==> src/verilog/sbrg_map.svh <==
// Contract
// - one dedicated 8-bit baud timer serves asynchronous and synchronous operation
// - the timer runs freely; its period is set by the 8-bit divisor register
// - asynchronous low speed: bit rate is clock / (64 * (divisor + 1))
// - asynchronous high speed: bit rate is clock / (16 * (divisor + 1))
// - synchronous: bit rate is clock / (4 * (divisor + 1))
// - in synchronous mode the high-speed select has no effect
// - in synchronous mode the generated rate is used only as clock master; slave clock comes from outside
// - every divisor 0 through 255 is accepted and gives its own period
// - writing the divisor restarts the timer at once with the new value
// - the receive pin is sampled three times and resolved by majority vote
// - synchronous mode: clock source set means master, cleared means slave
// - asynchronous generator output runs at 16 or 64 times the bit rate
// - mode select set means synchronous, cleared means asynchronous
`ifndef SBRG_MAP_SVH
`define SBRG_MAP_SVH

// register offsets on the plain register port
`define SBRG_ADDR_RCV      8'h18
`define SBRG_ADDR_XMT      8'h98
`define SBRG_ADDR_DIV      8'h99

// reset values
`define SBRG_RST_RCV       8'h00
`define SBRG_RST_XMT       8'h02
`define SBRG_RST_DIV       8'h00

// transmit status and control field positions
`define SBRG_XMT_CLOCK_SOURCE_SELECT      7
`define SBRG_XMT_TX9       6
`define SBRG_XMT_TXEN      5
`define SBRG_XMT_SYNC      4
`define SBRG_XMT_HS        2
`define SBRG_XMT_TRMT      1
`define SBRG_XMT_TX9D      0

// receive status and control field positions
`define SBRG_RCV_SPEN      7
`define SBRG_RCV_RX9       6
`define SBRG_RCV_SREN      5
`define SBRG_RCV_CREN      4
`define SBRG_RCV_ADDEN     3
`define SBRG_RCV_FERR      2
`define SBRG_RCV_OERR      1
`define SBRG_RCV_RX9D      0

// oversample ticks per bit, minus one
`define SBRG_PRE_LO        6'd63
`define SBRG_PRE_HI        6'd15
`define SBRG_PRE_SYNC      6'd3

`endif

==> src/verilog/sbrg_pkg.sv <==
package sbrg_pkg;

  // operating mode of the generator
  typedef enum logic [1:0] {
    SBRG_ASYNC_LO    = 2'b00,
    SBRG_ASYNC_HI    = 2'b01,
    SBRG_SYNC_MASTER = 2'b10,
    SBRG_SYNC_SLAVE  = 2'b11
  } sbrg_mode_t;

  // control bits handed to the shifters
  typedef struct packed {
    logic serial_enable;
    logic rx_nine;
    logic single_rx;
    logic cont_rx;
    logic addr_detect;
    logic clock_source_select;
    logic tx_nine;
    logic tx_enable;
    logic sync_mode;
    logic high_speed_select;
    logic tx_ninth_bit;
  } sbrg_ctl_t;

  // status bits coming back from the shifters
  typedef struct packed {
    logic tx_shift_empty;
    logic framing_err;
    logic overrun_err;
    logic rx_ninth_bit;
    logic single_rx_done;
  } sbrg_status_t;

endpackage

==> src/verilog/sbrg_top.sv <==
`timescale 1ns/1ps
`include "sbrg_map.svh"

module sbrg_top
  import sbrg_pkg::*;
#(
  parameter int DIV_W = 8, // width of the baud timer and divisor
  parameter int PRE_W = 6  // width of the oversample prescaler
) (
  input  wire logic         sys_clk,          // system clock, 100 MHz
  input  wire logic         rstn,             // synchronous reset, active low
  input  wire logic [7:0]   reg_addr,         // register address
  input  wire logic [7:0]   reg_wdata,        // register write data
  input  wire logic         reg_wr,           // write strobe
  input  wire logic         reg_rd,           // read strobe
  output logic      [7:0]   reg_rdata,        // read data, cycle after strobe
  input  wire logic         receive_data_pin, // raw receive pin
  input  wire sbrg_status_t shifter_status,   // status from the shifters
  output sbrg_ctl_t         ctl,              // control to the shifters
  output sbrg_mode_t        mode,             // decoded generator mode
  output logic              master_clock,     // shift clock made here
  output logic              sample_tick,      // one pulse per timer period
  output logic              bit_tick,         // one pulse per bit time
  output logic              rx_level          // voted receive level
);

  // software visible state

  logic [DIV_W-1:0] baud_divisor;
  logic [7:0]       transmit_status_control;
  logic [7:0]       receive_status_control;

  // timer state

  logic [DIV_W-1:0] baud_timer;
  logic [PRE_W-1:0] prescale;
  logic [PRE_W-1:0] prescale_last;
  logic             timer_done;
  logic             rate_active;
  logic             pre_wrap;

  // decoded strobes

  logic wr_div;
  logic wr_xmt;
  logic wr_rcv;
  logic rd_div;
  logic rd_xmt;
  logic rd_rcv;

  logic [7:0] next_rdata;

  // one address compare, shared by every strobe decode
  function automatic logic hit(input logic [7:0] addr, input logic [7:0] offset);
    hit = (addr == offset);
  endfunction

  // strobe decode
  assign wr_div = reg_wr & hit(reg_addr, `SBRG_ADDR_DIV);
  assign wr_xmt = reg_wr & hit(reg_addr, `SBRG_ADDR_XMT);
  assign wr_rcv = reg_wr & hit(reg_addr, `SBRG_ADDR_RCV);
  assign rd_div = reg_rd & hit(reg_addr, `SBRG_ADDR_DIV);
  assign rd_xmt = reg_rd & hit(reg_addr, `SBRG_ADDR_XMT);
  assign rd_rcv = reg_rd & hit(reg_addr, `SBRG_ADDR_RCV);

  // divisor register

  // any value 0..255 is kept as written, none is clamped
  always_ff @(posedge sys_clk) begin
    if (!rstn) begin
      baud_divisor <= DIV_W'(`SBRG_RST_DIV);
    end else if (wr_div) begin
      baud_divisor <= reg_wdata[DIV_W-1:0];
    end
  end

  // transmit status and control register

  // bit 3 is unimplemented and bit 1 belongs to the transmit shifter,
  // so neither is stored here
  always_ff @(posedge sys_clk) begin
    if (!rstn) begin
      transmit_status_control <= `SBRG_RST_XMT & 8'hf5;
    end else if (wr_xmt) begin
      transmit_status_control <= reg_wdata & 8'hf5;
    end
  end

  // receive status and control register

  // only the upper five bits are writable; the error and ninth bits
  // are live status from the receiver
  always_ff @(posedge sys_clk) begin
    if (!rstn) begin
      receive_status_control <= `SBRG_RST_RCV;
    end else if (wr_rcv) begin
      // a software write wins over the receiver's end-of-reception clear
      receive_status_control <= reg_wdata & 8'hf8;
    end else if (shifter_status.single_rx_done) begin
      receive_status_control[`SBRG_RCV_SREN] <= 1'b0;
    end
  end

  // control fields to the shifters

  // all fields come straight from register flip-flops
  always_comb begin
    ctl.serial_enable       = receive_status_control[`SBRG_RCV_SPEN];
    ctl.rx_nine             = receive_status_control[`SBRG_RCV_RX9];
    ctl.single_rx           = receive_status_control[`SBRG_RCV_SREN];
    ctl.cont_rx             = receive_status_control[`SBRG_RCV_CREN];
    ctl.addr_detect         = receive_status_control[`SBRG_RCV_ADDEN];
    ctl.clock_source_select = transmit_status_control[`SBRG_XMT_CLOCK_SOURCE_SELECT];
    ctl.tx_nine             = transmit_status_control[`SBRG_XMT_TX9];
    ctl.tx_enable           = transmit_status_control[`SBRG_XMT_TXEN];
    ctl.sync_mode           = transmit_status_control[`SBRG_XMT_SYNC];
    ctl.high_speed_select   = transmit_status_control[`SBRG_XMT_HS];
    ctl.tx_ninth_bit        = transmit_status_control[`SBRG_XMT_TX9D];
  end

  // mode decode

  // mode select picks the family; within it either the speed bit or
  // the clock source bit picks the variant
  always_comb begin
    if (ctl.sync_mode) begin
      if (ctl.clock_source_select) begin
        mode = SBRG_SYNC_MASTER;
      end else begin
        mode = SBRG_SYNC_SLAVE;
      end
    end else if (ctl.high_speed_select) begin
      mode = SBRG_ASYNC_HI;
    end else begin
      mode = SBRG_ASYNC_LO;
    end
  end

  // the speed bit never reaches the synchronous branches above
  always_comb begin
    case (mode)
      SBRG_ASYNC_LO:    prescale_last = PRE_W'(`SBRG_PRE_LO);
      SBRG_ASYNC_HI:    prescale_last = PRE_W'(`SBRG_PRE_HI);
      SBRG_SYNC_MASTER: prescale_last = PRE_W'(`SBRG_PRE_SYNC);
      SBRG_SYNC_SLAVE:  prescale_last = PRE_W'(`SBRG_PRE_SYNC);
      default:          prescale_last = PRE_W'(`SBRG_PRE_LO);
    endcase
  end

  // in slave mode the shift clock is external, so no bit ticks leave
  assign rate_active  = (mode != SBRG_SYNC_SLAVE);
  assign master_clock = (mode == SBRG_SYNC_MASTER);

  // baud timer

  // a down counter: reaching zero ends one period of divisor+1 cycles
  assign timer_done = (baud_timer == '0);

  // the timer never stops; a divisor write reloads it with the new
  // value that same edge instead of waiting out the old period
  always_ff @(posedge sys_clk) begin
    if (!rstn) begin
      baud_timer <= DIV_W'(`SBRG_RST_DIV);
    end else if (wr_div) begin
      baud_timer <= reg_wdata[DIV_W-1:0];
    end else if (timer_done) begin
      baud_timer <= baud_divisor;
    end else begin
      baud_timer <= baud_timer - 1'b1;
    end
  end

  // oversample prescaler

  // >= rather than == so a mode change to a shorter ratio cannot
  // leave the count above its new end and run on for 64 ticks
  assign pre_wrap = (prescale >= prescale_last);

  always_ff @(posedge sys_clk) begin
    if (!rstn) begin
      prescale <= '0;
    end else if (wr_div) begin
      prescale <= '0;
    end else if (timer_done) begin
      if (pre_wrap) begin
        prescale <= '0;
      end else begin
        prescale <= prescale + 1'b1;
      end
    end
  end

  // tick outputs

  // registered, so both ticks lag the timer by one cycle but are glitch free
  always_ff @(posedge sys_clk) begin
    if (!rstn) begin
      sample_tick <= 1'b0;
    end else begin
      sample_tick <= timer_done & ~wr_div;
    end
  end

  always_ff @(posedge sys_clk) begin
    if (!rstn) begin
      bit_tick <= 1'b0;
    end else begin
      bit_tick <= timer_done & pre_wrap & rate_active & ~wr_div;
    end
  end

  // receive line sampling

  // samples are taken on the oversample tick, three in a row
  sbrg_vote u_vote (
    .sys_clk   (sys_clk),
    .rstn      (rstn),
    .pin       (receive_data_pin),
    .sample_en (sample_tick),
    .level     (rx_level)
  );

  // register read port

  // unmapped addresses read as zero; reads have no side effects
  always_comb begin
    next_rdata = 8'h00;
    if (rd_div) begin
      next_rdata = 8'(baud_divisor);
    end else if (rd_xmt) begin
      next_rdata = transmit_status_control;
      next_rdata[`SBRG_XMT_TRMT] = shifter_status.tx_shift_empty;
    end else if (rd_rcv) begin
      next_rdata = receive_status_control;
      next_rdata[`SBRG_RCV_FERR] = shifter_status.framing_err;
      next_rdata[`SBRG_RCV_OERR] = shifter_status.overrun_err;
      next_rdata[`SBRG_RCV_RX9D] = shifter_status.rx_ninth_bit;
    end
  end

  // data valid only in the cycle after the read strobe
  always_ff @(posedge sys_clk) begin
    if (!rstn) begin
      reg_rdata <= 8'h00;
    end else begin
      reg_rdata <= next_rdata;
    end
  end

endmodule

==> src/verilog/sbrg_vote.sv <==
`timescale 1ns/1ps
module sbrg_vote (
  input  wire logic sys_clk,   // system clock
  input  wire logic rstn,      // synchronous reset, active low
  input  wire logic pin,       // raw receive pin
  input  wire logic sample_en, // take one sample this cycle
  output logic      level      // voted line level
);

  logic       sync_a;
  logic       sync_b;
  logic [2:0] samples;

  // two-stage synchroniser; idle line is high
  always_ff @(posedge sys_clk) begin
    if (!rstn) begin
      sync_a <= 1'b1;
      sync_b <= 1'b1;
    end else begin
      sync_a <= pin;
      sync_b <= sync_a;
    end
  end

  // keep the last three samples
  always_ff @(posedge sys_clk) begin
    if (!rstn) begin
      samples <= 3'h7;
    end else if (sample_en) begin
      samples <= {samples[1:0], sync_b};
    end
  end

  // two of three decides, so a single glitch sample is ignored
  always_ff @(posedge sys_clk) begin
    if (!rstn) begin
      level <= 1'b1;
    end else begin
      level <= (samples[0] & samples[1]) | (samples[0] & samples[2])
             | (samples[1] & samples[2]);
    end
  end

endmodule

==> config.mk <==
export PLATFORM = sky130hd
export DESIGN_NAME = sbrg_top
export DESIGN_NICKNAME = d
export VERILOG_FILES = /design/src/verilog/sbrg_pkg.sv /design/src/verilog/sbrg_top.sv /design/src/verilog/sbrg_vote.sv
export VERILOG_INCLUDE_DIRS = /design/src /design/src/verilog
export SDC_FILE = /design/constraint.sdc
export NUM_CORES = 1
export LEC_CHECK = 0
export BUFFER_PORTS_ARGS = -buffer_cell sky130_fd_sc_hd__buf_2
export CAP_MARGIN = 30
export CORE_ASPECT_RATIO = 2
export CORE_MARGIN = 8
export CORE_UTILIZATION = 48
export CTS_CLUSTER_DIAMETER = 120
export DETAILED_ROUTE_END_ITERATION = 10
export MAX_ROUTING_LAYER = met4
export PLACE_DENSITY = 0.75
export SYNTH_ARGS = -nofsm -noshare
export SYNTH_HDL_FRONTEND = slang
export SYNTH_HIERARCHICAL = 1
export SYNTH_SLANG_ARGS = --single-unit
==> constraint.sdc <==
create_clock -name sys_clk -period 1.8 [get_ports sys_clk]
set_input_delay 0.09 -clock sys_clk [delete_from_list [all_inputs] [get_ports sys_clk]]
set_output_delay 0.09 -clock sys_clk [all_outputs]
set_load 0.005 [all_outputs]
* Word-level counts from Yosys, hierarchy flattened
Cells that the tools add are included.
Cells by class: add/subtract/negate cells 2, $lt $le $gt $ge 1, equality and inequality tests 7, muxes and demuxes 12, bitwise gates (word level) 17, reduce and logical (&&, ||, !) cells 5
Operator list (count):
- two-way mux 8 bit | 5
- case mux 6 bit (3 select lines) | 1
- equality test 8 bit, second input constant | 2
- AND 1 bit | 13
- equality test 8 x 5 -> 1 bit, second input constant | 1
- zero test 8 bit | 1
- subtractor 8 x 1 -> 8 bit, second input constant | 1
- adder 6 x 1 -> 6 bit, second input constant | 1
- >= comparator 6 bit | 1
- two-way mux 6 bit | 1
- equality test 2 bit, second input constant | 2
- two-way mux 1 bit | 4
- OR reduction 2 bit | 2
- equality test 2 x 1 -> 1 bit, second input constant | 1
- zero test 2 bit | 1
- two-way mux 2 bit | 1
- != test 2 bit, second input constant | 1
- inverter 1 bit | 2
- OR 1 bit | 2
- nonzero test 2 bit | 1
Storage, ports and cells: flip-flop bits (word level) 49, bits of input ports 26, output and inout port bits 25

* Depth between registers and ports, before layout
depth in word-level cells 9, depth in mapped cells 8

* Hierarchy
Netlist, hierarchy kept.
By module, submodules not included:
- sbrg_top | instances 1, cells an instance 215, area an instance 1964.4 µm²
- sbrg_vote | instances 1, cells an instance 17, area an instance 187.7 µm²

* Least setup slack after synthesis
OpenSTA, ideal clock, no wires.
path type register to register, from register transmit_status_control[4], to register prescale[5], library setup time 0.074 ns, data arrival time 1.736 ns, data required time 1.726 ns, path slack -0.010 ns, cell stages (with the launch flop) 9, path buffers 1, path through dfxtp_1 nor2_1 inv_1 ha_1 a21o_1 a21oi_1 clkbuf_1 o2111ai_1 a31oi_1
On the way: word-level cells in the longest chain between the ends 6, elaborated cells on any way between the ends 9, classes of those cells order compare (1); eq/ne (3); mux (3); reduce/logical (2)
Ends and longest elaborated chain:
- from (decl) | line sbrg_top.sv:30 | logic [7:0] transmit_status_control;
- from (signal assigned) | line sbrg_top.sv:83 | transmit_status_control <= `SBRG_RST_XMT & 8'hf5;
- from (signal assigned) | line sbrg_top.sv:85 | transmit_status_control <= reg_wdata & 8'hf5;
- two-way mux 2 bit (*) | line sbrg_top.sv:126 | if (ctl.sync_mode) begin
- equality test 2 bit | line sbrg_top.sv:141 | case (mode)
- OR reduction 2 bit (no source line)
- case mux 6 bit (3 select lines) (*) | line sbrg_top.sv:141
- >= comparator 6 bit (*) | line sbrg_top.sv:177 | assign pre_wrap = (prescale >= prescale_last);
- two-way mux 6 bit (*) | line sbrg_top.sv:185 | if (pre_wrap) begin
- to (signal assigned) | line sbrg_top.sv:188 | prescale <= prescale + 1'b1;
- to (decl) | line sbrg_top.sv:36 | logic [PRE_W-1:0] prescale;
Mark *: on every way between the ends. The rest lies on a longest branch, timed or not. The select of a mux whose other input is x is not followed. A chain may end at the register's enable or synchronous reset.

* Worst setup path in the final report
from register transmit_status_control[2], to register bit_tick
On the way: word-level cells in the longest chain between the ends 9, elaborated cells on any way between the ends 13, classes of those cells order compare (1); eq/ne (4); mux (3); bitwise (3); reduce/logical (2)
Ends and longest elaborated chain:
- two-way mux 1 bit (*) | line sbrg_top.sv:132 | end else if (ctl.high_speed_select) begin
- two-way mux 2 bit (*) | line sbrg_top.sv:126
- equality test 2 bit | line sbrg_top.sv:141
- OR reduction 2 bit (no source line)
- case mux 6 bit (3 select lines) | line sbrg_top.sv:141
- >= comparator 6 bit | line sbrg_top.sv:177
- AND 1 bit | line sbrg_top.sv:208 | bit_tick <= timer_done & pre_wrap & rate_active & ~wr_div;
- AND 1 bit (*) (2 in a row) | line sbrg_top.sv:208
- to (signal assigned) | line sbrg_top.sv:208
- to (decl) | line sbrg_top.sv:23 | output logic bit_tick,
Marked as above.

==> impl_metrics.ini <==
[detailed_routing]
met3WireLength_um = 152
first_pass_iters = 4
met2_length_mm = 3.18
route.layer.met1.wl_mm = 2.05
wl_per_cell_um = 15.5
ant_nets = 0
vias_per_cell = 5.59
uppermost_signal_routing_layer_after_detailed_routing = met4
drcViolationCount = 0
dr_total_vias = 1969
dr.first_iter.drc_count = 75
totalWireLength_mm = 5.46

[setup_path]
end_kind = register
critPathMaxFanout = 5
crit_chain = nor2_2 > inv_1 > ha_1 > a21o_1 > a21oi_2 > buf_4 > a2111oi_0
timing.critical_path.max_delay_family = compound AO/OA/AOI/OAI gates
critical_path_buf_inv_count = 2
worstSetupPathType = register to register
slowest_delay_ps = 380
crit_required_ps = 1970
crit_path_top_delay_cell = a2111oi_0
start_kind = register
crit_path_arrival_time_ps = 1840

[placed_design]
portBuffers = 50
dp_hpwl_mm = 4.25
globalplace.congestion = 0.809

[die]
die_width_um = 63.3
ports = 51
placeableCoreArea_sq_um = 4340
start_util = 0.496
rows = 34
die-area_sq_um = 7010
die_height_um = 111

[logic_synthesis]
main_combinational_cell_family_by_area_after_synthesis = simple AND/OR/NAND/NOR gates
synthCells = 232
synth_cell_type_count = 45
synth_adder_area_share = 0.0349
seq_area_frac_synth = 0.456
synth_enable_flop_cells = 0
synth.cell_area_sq_um = 2150
post_synth_simple_gate_area = 0.235
synth_xor_area_frac = 0.00407
synth.net_count = 264
syn_avg_cell_area_sq_um = 9.28
flop_and_latch_count_out_of_synthesis = 49
synth_top_flop_cell = dfxtp_1
post_synth_mux_area_share = 0.0605
ys.warnings.count = 6
synth-compound-area-share = 0.172
postSynth.asyncResetShare = 0

[cells_and_area]
finalNetCount = 331
most-common-layout-cells = 50 x buf_2, 49 x dfxtp_1, 27 x nor2_1
fill_cells = 424
sequential_cell_area_in_the_final_layout_sq_um = 981
multi_input_area_sq_um = 1100
syn_to_final_growth_pct = 23.6
fraction_of_final_layout_cells_sized_beyond_drive_strength_1 = 0.292
mostFrequentLayoutCell = buf_2
antennaDiodeCount = 0

[global_route]
grt_pass1_wl_mm = 8.95
initial_antenna_violation_count = 0
grt_max_degree = 23
globalRoute.totalOverflow = 0
first_global_vias = 2054
globalRouteTotalUtil = 0.157

[cts]
clock-root-buffer = clkbuf_8
cts_made_buffers = 5
h-tree-depth = 2
cts.clk_slew.worst_paths_ps = 90
tritoncts = built
cts_max_path_buffers = 2
insertion_delay_ps = 300
cts_sinks = 49

[power]
power_switching_share = 0.333
worst_ir_drop_vdd_v = 0.000822
cellPowerDensity_nw_per_um2 = 1060
power_mw = 2.82
p_seq_frac = 0.466
internal_power_mw = 1.88
total_leakage_power_nw = 1.15
combinationalPowerShare = 0.321
p_sw_mw = 0.939
pwr-share-clk = 0.213

[sta]
max-slew-margin-rel = 0.746
max_freq_mhz = 599
finalSetupViolations = 0
min_period_ps = 1670
timing_worst_slew_pin_value_ps = 372
rsz0062_at_grt = no
final_hold_viol_count = 0
clock-skew-final_ps = 6.96
sum_of_negative_setup_slack_ps = 0
slew_viol_final = 0
timing.final.crit_share = 0.927

[flow_run]
max_cap_violations = 0

[hold_path]
hold_path.class = input pin to register

[status]
outcome = finished clean
## sequential cells by signal, indices dropped and copies added (netlist names)
name,count
u_vote/sync_b,1
reg_rdata,8
u_vote/samples,3
bit_tick,1
receive_status_control,5
transmit_status_control,6
baud_timer,8
baud_divisor,8
sample_tick,1
u_vote/sync_a,1
prescale,6
u_vote/level,1
## timing repair
action | in CTS | in global routing
hold endpoints to repair | 3 | 0
endpoints found under the setup margin | 0 | 8
hold buffers | 2 | 0
resized for setup | 0 | 7
setup buffers | 0 | 0
## final timing paths
check                                   from       endpoint  slack, ps  cells past startpoint
hold / removal                  reg_wdata[2]  baud_timer[2]         30                      3
setup / recovery  transmit_status_control[2]       bit_tick        130                      7
setup reg to reg  transmit_status_control[2]       bit_tick        130                      7
hold reg to reg                u_vote/sync_a  u_vote/sync_b        420                      1
## per-stage QoR
step / hold slack [ps] / std cells / area, sq um / setup slack [ps] / util
floorplan: 152 / 232 / 2150 / 94.6 / -
global route: 23.1 / 352 / 2660 / 17.8 / 0.613
detailed placement: 276 / 343 / 2540 / 42.6 / 0.586
finish: 26.9 / 352 / 2660 / 131 / 0.613
CTS: 23.4 / 351 / 2640 / 16.8 / 0.608
global placement: 270 / 343 / 2540 / 84.7 / 0.586
## final cells by class
type | count | share of cell area
well taps | 54 | 0.0254
clock inverters | 1 | 0.00188
repair buffers | 68 | 0.148
multi-input cells | 164 | 0.414
clock buffers | 5 | 0.0259
flip-flops and latches | 49 | 0.369
inverters | 11 | 0.0155
## power groups by stage
stage | Clock [mW] | Combinational [mW] | Sequential, mW
6_report | 0.599 | 0.905 | 1.31
2_1_floorplan | 0 | 0.614 | 1.31
4_1_cts | 0.614 | 0.894 | 1.31
3_3_place_gp | 0 | 0.871 | 1.33
3_5_place_dp | 0 | 0.883 | 1.34
5_1_grt | 0.643 | 1.00 | 1.33
## kinds of logic (layout without fill, tap and decap cells)
| group | count (synthesis) | count (layout) |
|---|---|---|
| xor gates and xnor gates | 1 | 1 |
| and+or+nand+nor | 89 | 89 |
| DFF | 49 | 49 |
| adders and majority gates | 6 | 6 |
| muxes | 13 | 13 |
| AOI/OAI and AO/OA | 55 | 55 |
| buffers and inverters | 19 | 85 |
## tightest hold or removal path: cells and delay by family
kind | cells | cell delay (ps)
AOI/OAI and AO/OA | 1 | 60
buffers and inverters | 1 | 90
and+or+nand+nor | 1 | 60
## per-layer routing
metal,track usage,vias up
met1,0.138,950
met2,0.306,36
met3,0.0324,6
li1,-,977
met5,-,-
met4,0.0630,0
## cells in the mapped netlist (2+ instances only)
library cell | number | area (sq um)
dfxtp_1 | 49 | 981
nand2_1 | 21 | 78.8
inv_1 | 11 | 41.3
nand4_1 | 8 | 50.1
clkbuf_1 | 4 | 15.0
nand3_1 | 3 | 15.0
nor2_1 | 28 | 105
buf_4 | 2 | 15.0
a222oi_1 | 7 | 70.1
nor3_1 | 5 | 25.0
nand4b_1 | 3 | 26.3
o31ai_1 | 3 | 22.5
a22oi_1 | 2 | 15.0
ha_1 | 6 | 75.1
nor2b_1 | 2 | 12.5
o21ai_0 | 15 | 75.1
nand2b_1 | 2 | 12.5
a22o_1 | 2 | 17.5
or3b_2 | 2 | 17.5
mux2i_1 | 13 | 130
o21ai_1 | 2 | 10.0
a31oi_1 | 5 | 31.3
and2_1 | 3 | 18.8
a21oi_1 | 13 | 65.1
No activity file was read; power rests on OpenSTA's default activity.
